$ cat src/core/edge_ram_consts.svh
`ifndef EDGE_RAM_CONSTS_SVH
`define EDGE_RAM_CONSTS_SVH

// clock period in picoseconds (125 MHz)
`define CLOCK_PERIOD_PS   8000
// address width of the 2048 x 1 memory
`define ADDR_WIDTH        11
// fast grade strobe timing, ns
`define FAST_LOW_NS       300
`define FAST_HIGH_NS      120
`define FAST_CYCLE_NS     420
`define FAST_ACCESS_NS    300
`define FAST_OFF_NS       100
`define FAST_WPULSE_NS    80
`define FAST_WSETUP_NS    200
// slow grade strobe timing, ns
`define SLOW_LOW_NS       350
`define SLOW_HIGH_NS      150
`define SLOW_CYCLE_NS     500
// least times round up to whole cycles
`define NS_TO_CYC_UP(ns)  (((ns) * 1000 + `CLOCK_PERIOD_PS - 1) / `CLOCK_PERIOD_PS)
// counter width for strobe phases
`define CNT_WIDTH         7
// cycle kind codes on the command port
`define KIND_READ         2'h0
`define KIND_EARLY_WRITE  2'h1
`define KIND_RMW          2'h2

`endif

$ cat src/core/edge_ram_pkg.sv
package edge_ram_pkg;

    // one request to the memory
    typedef struct packed {
        logic [1:0]  kind;
        logic [10:0] addr;
        logic        wdata;
        logic        invert;
    } ram_req_t;

    // the memory pins driven by the controller
    typedef struct packed {
        logic        cycle_n;
        logic        write_n;
        logic [10:0] addr;
        logic        din;
    } ram_pins_t;

    // controller sequence states
    typedef enum logic [2:0] {
        ST_IDLE,
        ST_LOW,
        ST_WRITE,
        ST_HOLD,
        ST_HIGH
    } ctl_state_t;

endpackage : edge_ram_pkg

$ cat src/core/edge_ram_host.sv
//==========================================================================
`timescale 1ns/1ps
`default_nettype none
`include "edge_ram_consts.svh"

module edge_ram_host #(
    parameter bit SLOW_GRADE = 1'b0,
    parameter bit VARIANT_HIGH = 1'b1
) (
    // clock and reset
    input  wire logic                   i_clock,
    input  wire logic                   i_reset_n,
    // command port
    input  wire logic                   i_req_valid,
    input  wire edge_ram_pkg::ram_req_t i_req,
    output logic                        o_req_ready,
    output logic                        o_rsp_valid,
    output logic                        o_rsp_data,
    // memory pins
    output var edge_ram_pkg::ram_pins_t o_pins,
    output logic                        o_variant,
    input  wire logic                   i_ram_q
);

    //======================================================================
    // timing counts
    localparam int LOW_CYC   = SLOW_GRADE ? `NS_TO_CYC_UP(`SLOW_LOW_NS)
                                          : `NS_TO_CYC_UP(`FAST_LOW_NS);
    localparam int HIGH_RAW  = SLOW_GRADE ? `NS_TO_CYC_UP(`SLOW_HIGH_NS)
                                          : `NS_TO_CYC_UP(`FAST_HIGH_NS);
    localparam int CYC_CYC   = SLOW_GRADE ? `NS_TO_CYC_UP(`SLOW_CYCLE_NS)
                                          : `NS_TO_CYC_UP(`FAST_CYCLE_NS);
    // high phase stretched so low plus high meets the full cycle
    localparam int HIGH_CYC  = (LOW_CYC + HIGH_RAW >= CYC_CYC) ? HIGH_RAW
                                                               : CYC_CYC - LOW_CYC;
    localparam int ACC_CYC   = `NS_TO_CYC_UP(`FAST_ACCESS_NS);
    localparam int OFF_CYC   = `NS_TO_CYC_UP(`FAST_OFF_NS);
    localparam int WPUL_CYC  = `NS_TO_CYC_UP(`FAST_WPULSE_NS);
    localparam int WSET_CYC  = `NS_TO_CYC_UP(`FAST_WSETUP_NS);
    // write fall point: after access, leaving the setup before the rise
    localparam int WFALL_CYC = (ACC_CYC > LOW_CYC - WSET_CYC) ? ACC_CYC
                                                              : LOW_CYC - WSET_CYC;
    // write low span: the longer of the setup before the rise and the pulse
    localparam int WLOW_CYC  = (WSET_CYC > WPUL_CYC) ? WSET_CYC : WPUL_CYC;
    localparam int RMW_LOW   = (WFALL_CYC + WLOW_CYC > LOW_CYC) ? WFALL_CYC + WLOW_CYC
                                                                : LOW_CYC;

    //======================================================================
    // state
    edge_ram_pkg::ctl_state_t state;
    edge_ram_pkg::ctl_state_t next_state;
    edge_ram_pkg::ram_req_t   req;
    edge_ram_pkg::ram_pins_t  next_pins;
    logic                     timer_load;
    logic [`CNT_WIDTH-1:0]    timer_count;
    logic                     timer_done;
    logic                     read_data;

    phase_timer #(
        .WIDTH (`CNT_WIDTH)
    ) u_timer (
        .i_clock   (i_clock),
        .i_reset_n (i_reset_n),
        .i_load    (timer_load),
        .i_count   (timer_count),
        .o_done    (timer_done)
    );

    //======================================================================
    // decode of request kind
    wire logic is_read  = (req.kind == `KIND_READ);
    wire logic is_early = (req.kind == `KIND_EARLY_WRITE);
    wire logic is_rmw   = (req.kind == `KIND_RMW);
    wire logic take     = (state == edge_ram_pkg::ST_IDLE) && i_req_valid;
    // sample point for read data, after access time
    wire logic sample   = timer_done && (state == edge_ram_pkg::ST_LOW)
                          && !is_early;

    // next state selection
    always_comb begin
        next_state  = state;
        timer_load  = 1'b0;
        timer_count = '0;
        case (state)
            edge_ram_pkg::ST_IDLE: begin
                if (i_req_valid) begin
                    next_state  = edge_ram_pkg::ST_LOW;
                    timer_load  = 1'b1;
                    timer_count = `CNT_WIDTH'(i_req.kind == `KIND_EARLY_WRITE
                                  ? LOW_CYC : ACC_CYC);
                end
            end
            edge_ram_pkg::ST_LOW: begin
                if (timer_done) begin
                    timer_load = 1'b1;
                    if (is_rmw) begin
                        next_state  = edge_ram_pkg::ST_WRITE;
                        timer_count = `CNT_WIDTH'(WFALL_CYC - ACC_CYC);
                    end else if (is_read) begin
                        next_state  = edge_ram_pkg::ST_HOLD;
                        timer_count = `CNT_WIDTH'(LOW_CYC - ACC_CYC);
                    end else begin
                        next_state  = edge_ram_pkg::ST_HIGH;
                        timer_count = `CNT_WIDTH'(HIGH_CYC);
                    end
                end
            end
            edge_ram_pkg::ST_WRITE: begin
                if (timer_done) begin
                    next_state  = edge_ram_pkg::ST_HOLD;
                    timer_load  = 1'b1;
                    timer_count = `CNT_WIDTH'(RMW_LOW - WFALL_CYC);
                end
            end
            edge_ram_pkg::ST_HOLD: begin
                if (timer_done) begin
                    next_state  = edge_ram_pkg::ST_HIGH;
                    timer_load  = 1'b1;
                    timer_count = `CNT_WIDTH'(HIGH_CYC > OFF_CYC ? HIGH_CYC
                                                                 : OFF_CYC);
                end
            end
            edge_ram_pkg::ST_HIGH: begin
                if (timer_done) begin
                    next_state = edge_ram_pkg::ST_IDLE;
                end
            end
            default: begin
                next_state = edge_ram_pkg::ST_IDLE;
            end
        endcase
    end

    // pin values per state
    always_comb begin
        next_pins         = o_pins;
        next_pins.cycle_n = 1'b1;
        case (next_state)
            edge_ram_pkg::ST_LOW: begin
                next_pins.cycle_n = 1'b0;
                next_pins.write_n = ~is_early;
                if (take) begin
                    next_pins.addr    = i_req.addr;
                    next_pins.din     = i_req.wdata;
                    next_pins.write_n = (i_req.kind != `KIND_EARLY_WRITE);
                end
            end
            edge_ram_pkg::ST_WRITE: begin
                next_pins.cycle_n = 1'b0;
                next_pins.write_n = 1'b1;
            end
            edge_ram_pkg::ST_HOLD: begin
                next_pins.cycle_n = 1'b0;
                if (is_rmw) begin
                    next_pins.write_n = 1'b0;
                    next_pins.din     = req.invert ? ~read_data : req.wdata;
                end
            end
            edge_ram_pkg::ST_HIGH: begin
                next_pins.cycle_n = 1'b1;
                next_pins.write_n = 1'b1;
            end
            default: begin
                next_pins.cycle_n = 1'b1;
                next_pins.write_n = 1'b1;
            end
        endcase
    end

    //======================================================================
    // state and request registers
    always_ff @(posedge i_clock or negedge i_reset_n) begin
        if (!i_reset_n) begin
            state <= edge_ram_pkg::ST_IDLE;
            req   <= '0;
        end else begin
            state <= next_state;
            if (take) req <= i_req;
        end
    end

    // pin registers, strobes idle high
    always_ff @(posedge i_clock or negedge i_reset_n) begin
        if (!i_reset_n) begin
            o_pins    <= '{cycle_n: 1'b1, write_n: 1'b1, addr: '0, din: 1'b0};
            o_variant <= 1'b0;
        end else begin
            o_pins    <= next_pins;
            o_variant <= VARIANT_HIGH;
        end
    end

    // read capture and handshake outputs
    always_ff @(posedge i_clock or negedge i_reset_n) begin
        if (!i_reset_n) begin
            read_data   <= 1'b0;
            o_rsp_valid <= 1'b0;
            o_rsp_data  <= 1'b0;
            o_req_ready <= 1'b0;
        end else begin
            if (sample) read_data <= i_ram_q;
            o_rsp_valid <= sample;
            o_rsp_data  <= sample ? i_ram_q : o_rsp_data;
            o_req_ready <= (next_state == edge_ram_pkg::ST_IDLE);
        end
    end

endmodule : edge_ram_host

`default_nettype wire

$ cat src/core/phase_timer.sv
`timescale 1ns/1ps
`default_nettype none
`include "edge_ram_consts.svh"

// down counter that flags when a loaded phase length has elapsed
module phase_timer #(
    parameter int WIDTH = `CNT_WIDTH
) (
    // clock and reset
    input  wire logic             i_clock,
    input  wire logic             i_reset_n,
    // load
    input  wire logic             i_load,
    input  wire logic [WIDTH-1:0] i_count,
    // status
    output logic                  o_done
);

    logic [WIDTH-1:0] count;

    // load or count toward zero
    always_ff @(posedge i_clock or negedge i_reset_n) begin
        if (!i_reset_n) begin
            count <= '0;
        end else if (i_load) begin
            count <= i_count;
        end else if (count != '0) begin
            count <= count - WIDTH'(1);
        end
    end

    // done from the count alone, so a load taken on done cannot loop back
    assign o_done = (count == '0);

endmodule : phase_timer

`default_nettype wire

$ cat config.mk
export PLATFORM = sky130hd
export DESIGN_NAME = edge_ram_host
export DESIGN_NICKNAME = d
export VERILOG_FILES = /design/src/core/edge_ram_pkg.sv /design/src/core/edge_ram_host.sv /design/src/core/phase_timer.sv
export VERILOG_INCLUDE_DIRS = /design/src /design/src/core
export SDC_FILE = /design/constraint.sdc
export NUM_CORES = 1
export LEC_CHECK = 0
export ABC_AREA = 1
export BUFFER_PORTS_ARGS = -buffer_cell sky130_fd_sc_hd__buf_2
export CORE_ASPECT_RATIO = 2
export CORE_MARGIN = 1.5
export CORE_UTILIZATION = 40
export CTS_CLUSTER_DIAMETER = 200
export DETAILED_ROUTE_END_ITERATION = 6
export MAX_ROUTING_LAYER = met4
export PLACE_DENSITY = 0.6
export SKIP_LAST_GASP = 1
export SYNTH_ARGS = -nofsm -noshare
export SYNTH_HDL_FRONTEND = slang
export SYNTH_HIERARCHICAL = 1
export SYNTH_SLANG_ARGS = --single-unit
export TNS_END_PERCENT = 100
$ cat constraint.sdc
create_clock -name i_clock -period 2.4 [get_ports i_clock]
set_input_delay 0.24 -clock i_clock [delete_from_list [all_inputs] [get_ports i_clock]]
set_output_delay 0.24 -clock i_clock [all_outputs]
set_load 0.005 [all_outputs]
==> flow_summary.toml <==
[drt]
num_vias = 1320
route.detailed.drc = 0
drt-pass1-iter-count = 4
top_layer_used = "met4"
via_per_inst = 4.748
wl_met1_mm = 1.140
drt_iter0_markers = 32
wl_mm = 3.229
routed-wl-met3_um = 102
wire_per_inst_um = 11.62
dr_wl_met2_mm = 1.933
ant_nets = 0

[place]
finalWeightedCongestion = 0.7605
port_buffers = 36
place_hpwl_mm = 2.451
placed_area_um2 = 1837

[die]
die_x_um = 47.87
io_pins = 37
coreArea_um2 = 3844
die_y_um = 92.73
dieArea_um2 = 4439
initial_core_util = 0.4189
rows = 32

[logic_synthesis]
synth_cells = 185
synth_fp_nets = 206
syn_area_um2 = 1610
ys_seq_area_frac = 0.4988
ys_types = 28
ys_seq_elements = 32
post_synth.cell_area_avg_um2 = 8.704
ys_warn_count = 6

[layout]
diodes = 0
drive_gt1_frac = 0.3084
final_common_cell = "nand2_1"
postLayoutCellArea_um2 = 1927
final_cell_mix = "70 x nand2_1, 36 x buf_2, 30 x dfrtp_1, 12 x inv_1, 11 x nand3_1"
num-nets-final = 247
area_growth_pct = 19.66

[worst_setup_path]
crit_family = "buffers and inverters"
cp-start-kind = "flip-flop"
crit_path_max_incr_delay_ns = 0.37
arrival_ns = 2.07
path_buf_inv = 4
critPathMaxFanout = 11
worstSetupEndpointType = "flip-flop"
slowest_stage = "dfrtp_1"
path_cells = "inv_1 -> ha_1 -> nand2_4 -> nor2_8 -> inv_2 -> o31ai_1 -> buf_4 -> inv_1 -> nand2_4 -> nand2_1 -> o21ai_1"
critPathKind = "flip-flop to flip-flop"
required_ns = 2.61

[cts]
post_cts_resized = 0
clock_sinks = 32
cts_htree_levels = 2
clk_latency_ns = 0.28
cts_tree = "done"
cts_hold_buf = 0
clk_path_buf_depth = 2
cts_buffers = 5
path_clk_slew_ns = 0.06
root_buffer = "clkbuf_8"
post_cts_buffers = 0

[timing]
period_needed_ns = 1.858
timing.final.hold_violations = 0
timing.final.crit_share = 0.7740
worst_slew_pin_slew_ns = 0.7086
slew_headroom = 0.5276
final_max_slew_viol_count = 0
fin_skew_ns = 0.004842
tns_ns = 0
rsz0062_at_grt = "no"
timing.fmax_mhz = 538.3
setup_viol = 0

[global_route]
grt_antenna_before_repair = 0
first_global_vias = 1308
grt_overflow = 0
grt_usage = 0.1798
grt_pass1_wl_mm = 5.623
grt_max_degree = 33

[power_and_ir_drop]
power_density_nw_per_um2 = 1273
peakVddDrop_uv = 681.5
leakagePower_nw = 1.027

[worst_hold_path]
hold_class = "primary input to async pin"

[flow_run]
cap_violations = 0

[status]
status = "finished clean"
flip-flops by register name, indices dropped and copies added (netlist names):
signal	count
o_pins	14
o_req_ready	1
o_rsp_valid	1
o_variant	1
read_data	1
req	4
state	3
u_timer/count	7
where the power goes:
| group | internal [mW] | switching [mW] | leakage (nW) | total (mW) |
|---|---|---|---|---|
| Combinational | 0.431 | 0.676 | 0.586 | 1.11 |
| Clock | 0.233 | 0.184 | 0.0455 | 0.418 |
| Sequential | 0.783 | 0.146 | 0.395 | 0.929 |
through the flow:
stage               hold WS, ns  total power [mW]  worst slack, ns  instances  utilization
floorplan              -0.05559             1.751           0.5940        185            -
global placement         0.3338             2.052           0.5688        270       0.4779
detailed placement       0.3372             2.067           0.5245        270       0.4779
CTS                     0.02966             2.502           0.5090        278       0.5013
global route            0.07395             2.699           0.2697        278       0.5013
finish                 0.003539             2.453           0.5424        278       0.5013
cells by family (layout without fill, tap and decap cells):
family                   count (synthesis)  count (layout)  share of synthesized area
buffers and inverters                   19              61                    0.05516
adder cells (fa/ha/maj)                  2               2                    0.01554
AND/OR/NAND/NOR                        112             112                     0.3551
flip-flops                              32              32                     0.4988
AO/OA/AOI/OAI                           15              15                    0.05439
XOR/XNOR                                 3               3                    0.01632
other                                    2               2                   0.004664
Yosys cell counts:
master    number  area [µm²]
dfstp_2        2       52.55
inv_2          3       11.26
buf_6          2       22.52
nor2_4         4       45.04
ha_1           2       25.02
nand2_2        3       18.77
inv_1         12       45.04
nor2_8         1       20.02
xnor2_1        1       8.760
dfrtp_1       30       750.7
buf_2          2       10.01
nor3_1         1       5.000
nand3b_1       2       15.01
xor2_1         2       17.52
nand2_1       70       262.8
o211ai_2       1       12.51
nand3_1       11       55.05
nand2_4        4       45.04
o21ai_1        2       10.01
conb_1         2       7.510
nor2_1         5       18.77
o31ai_1        1       7.510
nor3b_2        1       12.51
nand4_1        3       18.77
o21bai_1       1       7.510
o21ai_0       10       50.05
nor2_2         4       25.02
nand3_2        3       30.03
final cells by class:
type | count | area (µm²)
clock buffers | 8 | 90.09
fillers | 419 | 1917
inverters | 15 | 56.30
multi-input cells | 134 | 718.2
flip-flops and latches | 32 | 803.3
well taps | 51 | 63.81
repair buffers | 38 | 195.2
worst paths after layout:
kind,slack (ns),cells after the start,endpoint,startpoint
worst min register to register,0.46,2,o_pins[1],o_pins[1]
worst min-delay path,0.004,1,u_timer/count[1],i_reset_n
worst max-delay path,0.54,11,u_timer/count[0],u_timer/count[0]
max in group asynchronous,1.93,1,o_pins[9],i_reset_n
min in group i_clock,0.16,3,o_pins[1],i_req[2]
worst max register to register,0.54,11,u_timer/count[0],u_timer/count[0]
per-layer routing:
metal  up-vias  GRT usage
li1        658          -
met1       625     0.1795
met3         5    0.03509
met5         -          -
met4         0    0.06081
met2        32     0.3211
(Power assumes the default switching activity.)
